[src/ups_consts.svh]
// Constants for the USB power and status signalling block
`ifndef UPS_CONSTS_SVH
`define UPS_CONSTS_SVH
// Register byte offsets
`define UPS_OFF_CTRL      12'h000
`define UPS_OFF_STATUS    12'h004
`define UPS_OFF_IRQ_STAT  12'h008
`define UPS_OFF_IRQ_MASK  12'h00c
`define UPS_OFF_CHG_RES   12'h010
`define UPS_OFF_ACTIVITY  12'h014
// Control register fields
`define UPS_CTRL_TXEN_CFG 0
`define UPS_CTRL_LED_CFG  1
`define UPS_CTRL_BTN4     2
`define UPS_CTRL_ENUM     3
`define UPS_CTRL_SUSP     4
`define UPS_CTRL_DONE     5
`define UPS_CTRL_RESET    32'h0000_0000
// Charger indication codes
`define UPS_CHG_NONE      2'h0
`define UPS_CHG_SDP       2'h1
`define UPS_CHG_CDP_DCP   2'h2
`define UPS_CHG_SUSP      2'h3
// Charger result written by detection logic: 0 SDP, 1 CDP, 2 DCP
`define UPS_RES_SDP       2'h0
`define UPS_RES_CDP       2'h1
`define UPS_RES_DCP       2'h2
// Interrupt bits
`define UPS_IRQ_VBUS_ON   0
`define UPS_IRQ_VBUS_OFF  1
`define UPS_IRQ_DET_DONE  2
`define UPS_IRQ_WAKE      3
`define UPS_IRQ_W         4
// Timing: LED pulse length
`define UPS_LED_PULSE_NS  1000
`define UPS_CLK_NS        10
`define UPS_LED_CYC       ((`UPS_LED_PULSE_NS + `UPS_CLK_NS - 1) / `UPS_CLK_NS)
`endif

[src/ups_pkg.sv]
// Types for the USB power and status signalling block
package ups_pkg;
  typedef enum logic [3:0] {
    UPS_IDLE   = 4'b0001,
    UPS_DETECT = 4'b0010,
    UPS_READY  = 4'b0100,
    UPS_WAKE   = 4'b1000
  } ups_state_t;

  typedef struct packed {
    logic [1:0] chg_code;
    logic       pullup_en;
    logic       suspend_ind;
    logic       power_n;
    logic       remote_wake;
  } ups_pwr_t;

  typedef struct packed {
    logic       txd_en;
    logic       rx_led_n;
    logic       tx_led_n;
    logic [2:0] btn_idx;
  } ups_io_t;

  typedef struct packed {
    ups_state_t  st;
    logic [1:0]  vbus_sync;
    logic [1:0]  wake_sync;
    logic        vbus_prev;
    logic [31:0] ctrl;
    logic [1:0]  chg_res;
    logic [4:0]  irq_stat;
    logic [4:0]  irq_mask;
    logic [7:0]  rx_cnt;
    logic [7:0]  tx_cnt;
    logic        irq;
    logic [31:0] prdata;
    logic        pready;
    logic        pslverr;
    ups_pwr_t    pwr;
    ups_io_t     io;
  } ups_state_all_t;
endpackage

[src/ups_top.sv]
// USB power state, charger, suspend and board signalling block
`timescale 1ns/100ps
`include "ups_consts.svh"

//
// Behaviour
// - VBUS arriving starts charger detection, then shows type on charger pins.
// - SDP or CDP result enables the D+ pull-up for enumeration.
// - VBUS loss drives no-charger code and drops the D+ pull-up.
// - Suspend output high while link suspended or not yet enumerated.
// - Wake input during suspend causes resume and a remote wakeup request.
// - When configured, tx enable follows UART transmit buffer holding data.
// - Configured LED pins pulse low on USB receive and transmit traffic.
// - Four-button mode drives three index pins with pressed button code.
// - Two-button mode uses only two index pins.
// - Bus-detect input serves as VBUS present for charger detection.
// - Charger codes 00 none, 01 SDP, 10 CDP/DCP, 11 suspended.
// - Power-control low only while configured; high unconfigured or suspended.
module ups_top
  import ups_pkg::*;
#(
  parameter int LED_CYC = `UPS_LED_CYC
) (
  input  wire logic        ref_clk,
  input  wire logic        rstn,
  input  wire logic        clk_en,
  input  wire logic        psel,
  input  wire logic        penable,
  input  wire logic        pwrite,
  input  wire logic [11:0] paddr,
  input  wire logic [31:0] pwdata,
  output logic      [31:0] prdata,
  output logic             pready,
  output logic             pslverr,
  input  wire logic        vbus_sense_input,
  input  wire logic        wake_in,
  input  wire logic        uart_tx_pending,
  input  wire logic        usb_rx_event,
  input  wire logic        usb_tx_event,
  input  wire logic [2:0]  button_pressed,
  output logic             charger_type_bit0,
  output logic             charger_type_bit1,
  output logic             dplus_pullup_en,
  output logic             suspend_out,
  output logic             power_n,
  output logic             remote_wake,
  output logic             line_driver_tx_enable,
  output logic             rx_activity_led_n,
  output logic             tx_activity_led_n,
  output logic             button_index_0,
  output logic             button_index_1,
  output logic             button_index_2,
  output logic             irq
);

  ups_state_all_t s;
  ups_state_all_t next_s;

  // Word decode shared by read and write paths
  function automatic logic hit(input logic [11:0] a, input logic [11:0] o);
    return a == o;
  endfunction

  // Charger code for a detection result
  function automatic logic [1:0] res_code(input logic [1:0] r);
    return (r == `UPS_RES_SDP) ? `UPS_CHG_SDP : `UPS_CHG_CDP_DCP;
  endfunction

  logic vbus_s;
  logic wake_s;
  logic suspended;
  logic wr;
  logic rd;
  logic [4:0] ev;
  logic [31:0] rdata;

  assign vbus_s    = s.vbus_sync[1];
  assign wake_s    = s.wake_sync[1];
  assign suspended = s.ctrl[`UPS_CTRL_SUSP];
  // Write lands only on the completing edge, where pready is seen high
  assign wr = psel & penable & pwrite & s.pready;
  assign rd = psel & ~penable & ~pwrite;

  // Read mux
  always_comb begin
    rdata = 32'h0000_0000;
    if (hit(paddr, `UPS_OFF_CTRL)) begin
      rdata = s.ctrl;
    end else if (hit(paddr, `UPS_OFF_STATUS)) begin
      rdata = {22'h0, s.st, s.pwr};
    end else if (hit(paddr, `UPS_OFF_IRQ_STAT)) begin
      rdata = {27'h0, s.irq_stat};
    end else if (hit(paddr, `UPS_OFF_IRQ_MASK)) begin
      rdata = {27'h0, s.irq_mask};
    end else if (hit(paddr, `UPS_OFF_CHG_RES)) begin
      rdata = {30'h0, s.chg_res};
    end
  end

  // All next-state logic in one process
  always_comb begin
    next_s = s;
    ev     = 5'h00;
    // Two-stage synchronisers, first stage read only by second
    next_s.vbus_sync = {s.vbus_sync[0], vbus_sense_input};
    next_s.wake_sync = {s.wake_sync[0], wake_in};
    next_s.vbus_prev = vbus_s;

    // APB: one wait state, answer in access phase
    next_s.pready  = psel & penable & ~s.pready;
    next_s.pslverr = 1'b0;
    if (rd) begin
      next_s.prdata = rdata;
    end
    if (psel & penable & ~s.pready) begin
      next_s.pslverr = ~(hit(paddr, `UPS_OFF_CTRL) |
                         hit(paddr, `UPS_OFF_STATUS) |
                         hit(paddr, `UPS_OFF_IRQ_STAT) |
                         hit(paddr, `UPS_OFF_IRQ_MASK) |
                         hit(paddr, `UPS_OFF_CHG_RES) |
                         hit(paddr, `UPS_OFF_ACTIVITY));
    end
    if (wr && hit(paddr, `UPS_OFF_CTRL)) begin
      next_s.ctrl = pwdata;
    end
    if (wr && hit(paddr, `UPS_OFF_IRQ_MASK)) begin
      next_s.irq_mask = pwdata[4:0];
    end
    if (wr && hit(paddr, `UPS_OFF_CHG_RES)) begin
      next_s.chg_res = pwdata[1:0];
    end

    // Power state machine
    case (s.st)
      UPS_IDLE: begin
        if (vbus_s) begin
          next_s.st = UPS_DETECT;
          ev[`UPS_IRQ_VBUS_ON] = 1'b1;
        end
      end
      UPS_DETECT: begin
        // Detection engine reports through the done control bit
        if (!vbus_s) begin
          next_s.st = UPS_IDLE;
        end else if (s.ctrl[`UPS_CTRL_DONE]) begin
          next_s.st = UPS_READY;
          ev[`UPS_IRQ_DET_DONE] = 1'b1;
        end
      end
      UPS_READY: begin
        if (!vbus_s) begin
          next_s.st = UPS_IDLE;
        end else if (suspended && wake_s) begin
          next_s.st = UPS_WAKE;
          ev[`UPS_IRQ_WAKE] = 1'b1;
        end
      end
      UPS_WAKE: begin
        // Resume clears suspend; wakeup request held one cycle
        next_s.ctrl[`UPS_CTRL_SUSP] = 1'b0;
        next_s.st = vbus_s ? UPS_READY : UPS_IDLE;
      end
      default: next_s.st = UPS_IDLE;
    endcase
    if (s.vbus_prev && !vbus_s) begin
      ev[`UPS_IRQ_VBUS_OFF] = 1'b1;
      next_s.ctrl[`UPS_CTRL_DONE] = 1'b0;
      next_s.ctrl[`UPS_CTRL_ENUM] = 1'b0;
    end

    // Power outputs
    next_s.pwr.remote_wake = (s.st == UPS_WAKE);
    if (!vbus_s || s.st == UPS_IDLE || s.st == UPS_DETECT) begin
      next_s.pwr.chg_code  = `UPS_CHG_NONE;
      next_s.pwr.pullup_en = 1'b0;
    end else begin
      next_s.pwr.chg_code = suspended ? `UPS_CHG_SUSP
                                      : res_code(s.chg_res);
      next_s.pwr.pullup_en = (s.chg_res != `UPS_RES_DCP);
    end
    next_s.pwr.suspend_ind = suspended | ~s.ctrl[`UPS_CTRL_ENUM];
    next_s.pwr.power_n = ~(s.ctrl[`UPS_CTRL_ENUM] & ~suspended);

    // Transmit enable for half-duplex driver
    next_s.io.txd_en = s.ctrl[`UPS_CTRL_TXEN_CFG] & uart_tx_pending;

    // LED stretchers, so short bursts stay visible
    if (usb_rx_event) begin
      next_s.rx_cnt = 8'(LED_CYC);
    end else if (s.rx_cnt != 8'h00) begin
      next_s.rx_cnt = s.rx_cnt - 8'h01;
    end
    if (usb_tx_event) begin
      next_s.tx_cnt = 8'(LED_CYC);
    end else if (s.tx_cnt != 8'h00) begin
      next_s.tx_cnt = s.tx_cnt - 8'h01;
    end
    next_s.io.rx_led_n = ~(s.ctrl[`UPS_CTRL_LED_CFG] &
                           (s.rx_cnt != 8'h00));
    next_s.io.tx_led_n = ~(s.ctrl[`UPS_CTRL_LED_CFG] &
                           (s.tx_cnt != 8'h00));

    // Button index: two-button mode drops the top pin
    if (s.ctrl[`UPS_CTRL_BTN4]) begin
      next_s.io.btn_idx = button_pressed;
    end else begin
      next_s.io.btn_idx = {1'b0, button_pressed[1:0]};
    end

    // Sticky events: set wins over write-one-to-clear
    if (wr && hit(paddr, `UPS_OFF_IRQ_STAT)) begin
      next_s.irq_stat = s.irq_stat & ~pwdata[4:0];
    end
    next_s.irq_stat = next_s.irq_stat | ev;
    next_s.irq = |(s.irq_stat & s.irq_mask);
  end

  // State register with clock enable
  always_ff @(posedge ref_clk or negedge rstn) begin
    if (!rstn) begin
      s <= '{st: UPS_IDLE, ctrl: `UPS_CTRL_RESET,
             pwr: '{chg_code: `UPS_CHG_NONE, pullup_en: 1'b0,
                    suspend_ind: 1'b1, power_n: 1'b1, remote_wake: 1'b0},
             io: '{txd_en: 1'b0, rx_led_n: 1'b1, tx_led_n: 1'b1,
                   btn_idx: 3'h0},
             default: '0};
    end else if (clk_en) begin
      s <= next_s;
    end
  end

  // Outputs straight from state flops
  assign prdata                = s.prdata;
  assign pready                = s.pready;
  assign pslverr               = s.pslverr;
  assign charger_type_bit0     = s.pwr.chg_code[0];
  assign charger_type_bit1     = s.pwr.chg_code[1];
  assign dplus_pullup_en       = s.pwr.pullup_en;
  assign suspend_out           = s.pwr.suspend_ind;
  assign power_n               = s.pwr.power_n;
  assign remote_wake           = s.pwr.remote_wake;
  assign line_driver_tx_enable = s.io.txd_en;
  assign rx_activity_led_n     = s.io.rx_led_n;
  assign tx_activity_led_n     = s.io.tx_led_n;
  assign button_index_0        = s.io.btn_idx[0];
  assign button_index_1        = s.io.btn_idx[1];
  assign button_index_2        = s.io.btn_idx[2];
  assign irq                   = s.irq;
endmodule // ups_top
[config.mk]
export PLATFORM = sky130hd
export DESIGN_NAME = ups_top
export DESIGN_NICKNAME = d
export VERILOG_FILES = /design/src/ups_pkg.sv /design/src/ups_top.sv
export VERILOG_INCLUDE_DIRS = /design/src
export SDC_FILE = /design/constraint.sdc
export NUM_CORES = 1
export LEC_CHECK = 0
export BUFFER_PORTS_ARGS = -buffer_cell sky130_fd_sc_hd__buf_2
export CAP_MARGIN = 20
export CORE_MARGIN = 1.5
export CORE_UTILIZATION = 30
export CTS_CLUSTER_DIAMETER = 100
export DETAILED_ROUTE_END_ITERATION = 10
export SYNTH_ARGS = -nofsm -noshare
export SYNTH_HDL_FRONTEND = slang
export SYNTH_SLANG_ARGS = --single-unit
[constraint.sdc]
create_clock -name ref_clk -period 2.1 [get_ports ref_clk]
set_input_delay 0.315 -clock ref_clk [delete_from_list [all_inputs] [get_ports ref_clk]]
set_output_delay 0.315 -clock ref_clk [all_outputs]
set_load 0.01 [all_outputs]
==> metrics <==
Worst R2R Setup Slack=220 ps; EDFF count, synth=0; routability congestion estimate from global placement=0.873; core box area=18000 µm²; register area share after synthesis=52.5%; Reg area=2880 µm²; Vias=4002; status=complete, no violations; Clock transition at path regs=60 ps; Final Hold Viols=0; Die Area=19100 µm²; Multi-input gate area=2170 µm²; Fin Setup TNS=0 ps; RSZ-0062 raised after global routing=false; Clock Sinks=115; Pwr Density=926 nW/µm²; pin count of the biggest net entering global routing=116; cts repair resizes=0; HP Class=in2reg; Slew Viols, Final=0; number of nets with antenna violations after routing=0; Mapped Nets=547; Vias per Instance=4.98; I/O pin count=105; final setup fails=0; num rows=49; critical path class=reg2reg; Tmin final=1880 ps; initial core utilization=30.5%; Worst slew margin=58.8%; placed cell area=6070 µm²; n_diodes=0; P&R area growth vs syn=22.2%; overall global routing resource usage=14.2%; Top FF cell, synth=dfrtp_1; CP Capture Type=flop; Net Sw Power=1.56 mW; Ys Warns=0; Root Buffer=clkbuf_16; DRT Wirelength=13000 µm; mapped cell area=5490 µm²; number of port buffers=104; drt drc=0; internal power=4.65 mW; maximum root-to-sink buffer count=2; hold_sp=pwdata[30]; reg2reg end=s[57]; clock network fraction of total power=49.2%; Num CTS Buffers=17; Hold EP=s[105]; # fillers=1730; synthesized flop and latch total=115; post-synth cell types=58; Post-Synthesis Cells=485; Die X=138 µm; initial antenna violation count=1; Post-CTS Setup Inserts=0; LEAKAGE=3.30 nW; CTS tree=done; CP required=2390 ps; H-tree Lvls=4; Detailed Routing Iterations Pass 1=4; Comb pwr share=10.2%; worst-margin pin slew=617 ps; Setup Skew=4.84 ps; Post-Syn Area per Cell=11.3 µm²; nets=623; 1st-iter DRT viols=149; f_max=532 MHz; gr ovfl total=0; switching part of the total=25.2%; peak supply drop=0.000755 V; asr flop ratio synth=100%; Worst Hold Depth=2; routed len/inst=16.1 µm; die height=138 µm; Worst EP arrival=2170 ps; Startpoint Class=flop; max cap viols=0; Post-Layout Inst Area=6710 µm²; first-pass GRT wire length=21500 µm; Clk Latency, worst-skew pair=410 ps; Worst R2R Start=s[56]; Max FO, Critical Path=5; reg2reg path depth=6; vias in the first global route=4164; sequential power share=40.6%; share of cells above drive strength 1=30.8%; Final period util=89.6%; Final HPWL DP=9200 µm
==> synth_stat cells (all sizes together) (6+ instances only) <==
library cell / count / area share [%]
nand3: 13 / 1.2
mux2: 43 / 9.0
a31oi: 11 / 1.3
nand2: 36 / 2.5
mux2i: 16 / 2.9
inv: 18 / 1.2
a22o: 24 / 3.8
nand2b: 6 / 0.68
o21ai: 20 / 1.8
o2bb2ai: 6 / 0.96
nor3: 16 / 1.6
clkbuf: 13 / 0.89
nor2: 25 / 1.8
dfrtp: 111 / 51
buf: 47 / 6.0
==> critical path, cell delays in order, from the launching register on <==
cell,delay (ps)
dfrtp_1,410
inv_1,120
ha_1,160
nor3b_1,370
nand3_1,320
a31oi_1,270
o21ai_0,110
==> cell families (layout without fill, tap and decap cells) <==
group	Yosys count	after routing	share of synthesized area, %
AOI/OAI and AO/OA	102	102	13.5
xor gates and xnor gates	3	3	0.479
adders and majority gates	4	4	0.912
buffers and inverters	78	167	8.12
DFF	115	115	52.5
muxes	59	59	11.9
and+or+nand+nor	124	124	12.5
==> per-stage QoR <==
stage          cells  setup slack, ps  hold WS [ps]  power, mW  util (%)
3_5_place_dp     770              226           457       3.18      33.8
2_1_floorplan    485              392          19.4       2.91         -
5_1_grt          803             57.7          93.5       6.49      37.3
4_1_cts          802              224          6.68       6.28      37.3
3_3_place_gp     770              259           443       3.16      33.8
6_report         803              219           118       6.21      37.3
==> final cells by class <==
| cell class | count | area share [%] |
|---|---|---|
| clock buffer | 21 | 6.72 |
| sequential | 115 | 43.0 |
| multi-input combinational | 292 | 32.3 |
| clock inverter | 11 | 2.63 |
| timing repair buffer | 117 | 10.0 |
| tap | 229 | 4.27 |
| inverter | 18 | 1.01 |
==> what timing repair did <==
item / 4_1_cts / 5_1_grt
setup endpoints to repair: 0 / 0
hold buffers: 0 / 1
endpoints found under the hold margin: 0 / 1
==> layer usage <==
layer / track usage, % / vias to the layer above / part of all wire [%]
li1: - / 1885 / -
met1: 17.5 / 1992 / 44
met2: 22.5 / 107 / 47
met3: 5.99 / 18 / 7.3
met4: 4.49 / 0 / 1.6
met5: 0 / - / 0
==> how the worst max path moves through the flow <==
stage | startpoint | endpoint | slack [ps]
floorplan | s[55] | s[57] | 390
global placement | paddr[7] | s[67] | 260
finish | s[56] | s[57] | 220
global route | s[56] | s[57] | 60
CTS | s[55] | s[57] | 220
detailed placement | paddr[7] | s[67] | 230
==> flip-flops by register name, indices dropped and copies added, names as in the netlist <==
name	cells
dplus_pullup_en	1
button_index_2	1
charger_type_bit1	1
suspend_out	1
pslverr	1
line_driver_tx_enable	1
button_index_0	1
tx_activity_led_n	1
charger_type_bit0	1
remote_wake	1
rx_activity_led_n	1
irq	1
pready	1
prdata	32
s	66
button_index_1	1
next_s	3
==> power by group through the flow <==
stage | clock network [mW] | registers [mW] | logic, mW
after floorplan | 0 | 2.48 | 0.434
after global placement | 0 | 2.55 | 0.613
after detailed placement | 0 | 2.55 | 0.632
after CTS | 3.13 | 2.52 | 0.635
after global routing | 3.23 | 2.54 | 0.714
final | 3.06 | 2.52 | 0.631
==> cells in the final DEF (no fill, tap or decap), types with 4 or more instances in the layout <==
cell | netlist | final
a21oi_1 | 5 | 5
a22o_1 | 24 | 24
a31oi_1 | 11 | 11
buf_12 | 0 | 4
buf_2 | 5 | 103
buf_4 | 39 | 9
bufinv_16 | 0 | 4
clkbuf_16 | 0 | 17
dfrtp_1 | 111 | 111
dfstp_2 | 4 | 4
ha_1 | 4 | 4
inv_1 | 18 | 18
mux2_1 | 28 | 28
mux2_2 | 13 | 13
mux2i_1 | 16 | 16
nand2_1 | 36 | 36
nand2b_1 | 6 | 6
nand3_1 | 13 | 13
nor2_1 | 23 | 23
nor3_1 | 14 | 14
nor3b_1 | 4 | 4
o2111ai_1 | 4 | 4
o211ai_1 | 5 | 5
o21ai_0 | 20 | 20
o22ai_1 | 5 | 5
o2bb2ai_1 | 6 | 6
(Power assumes the default switching activity.)
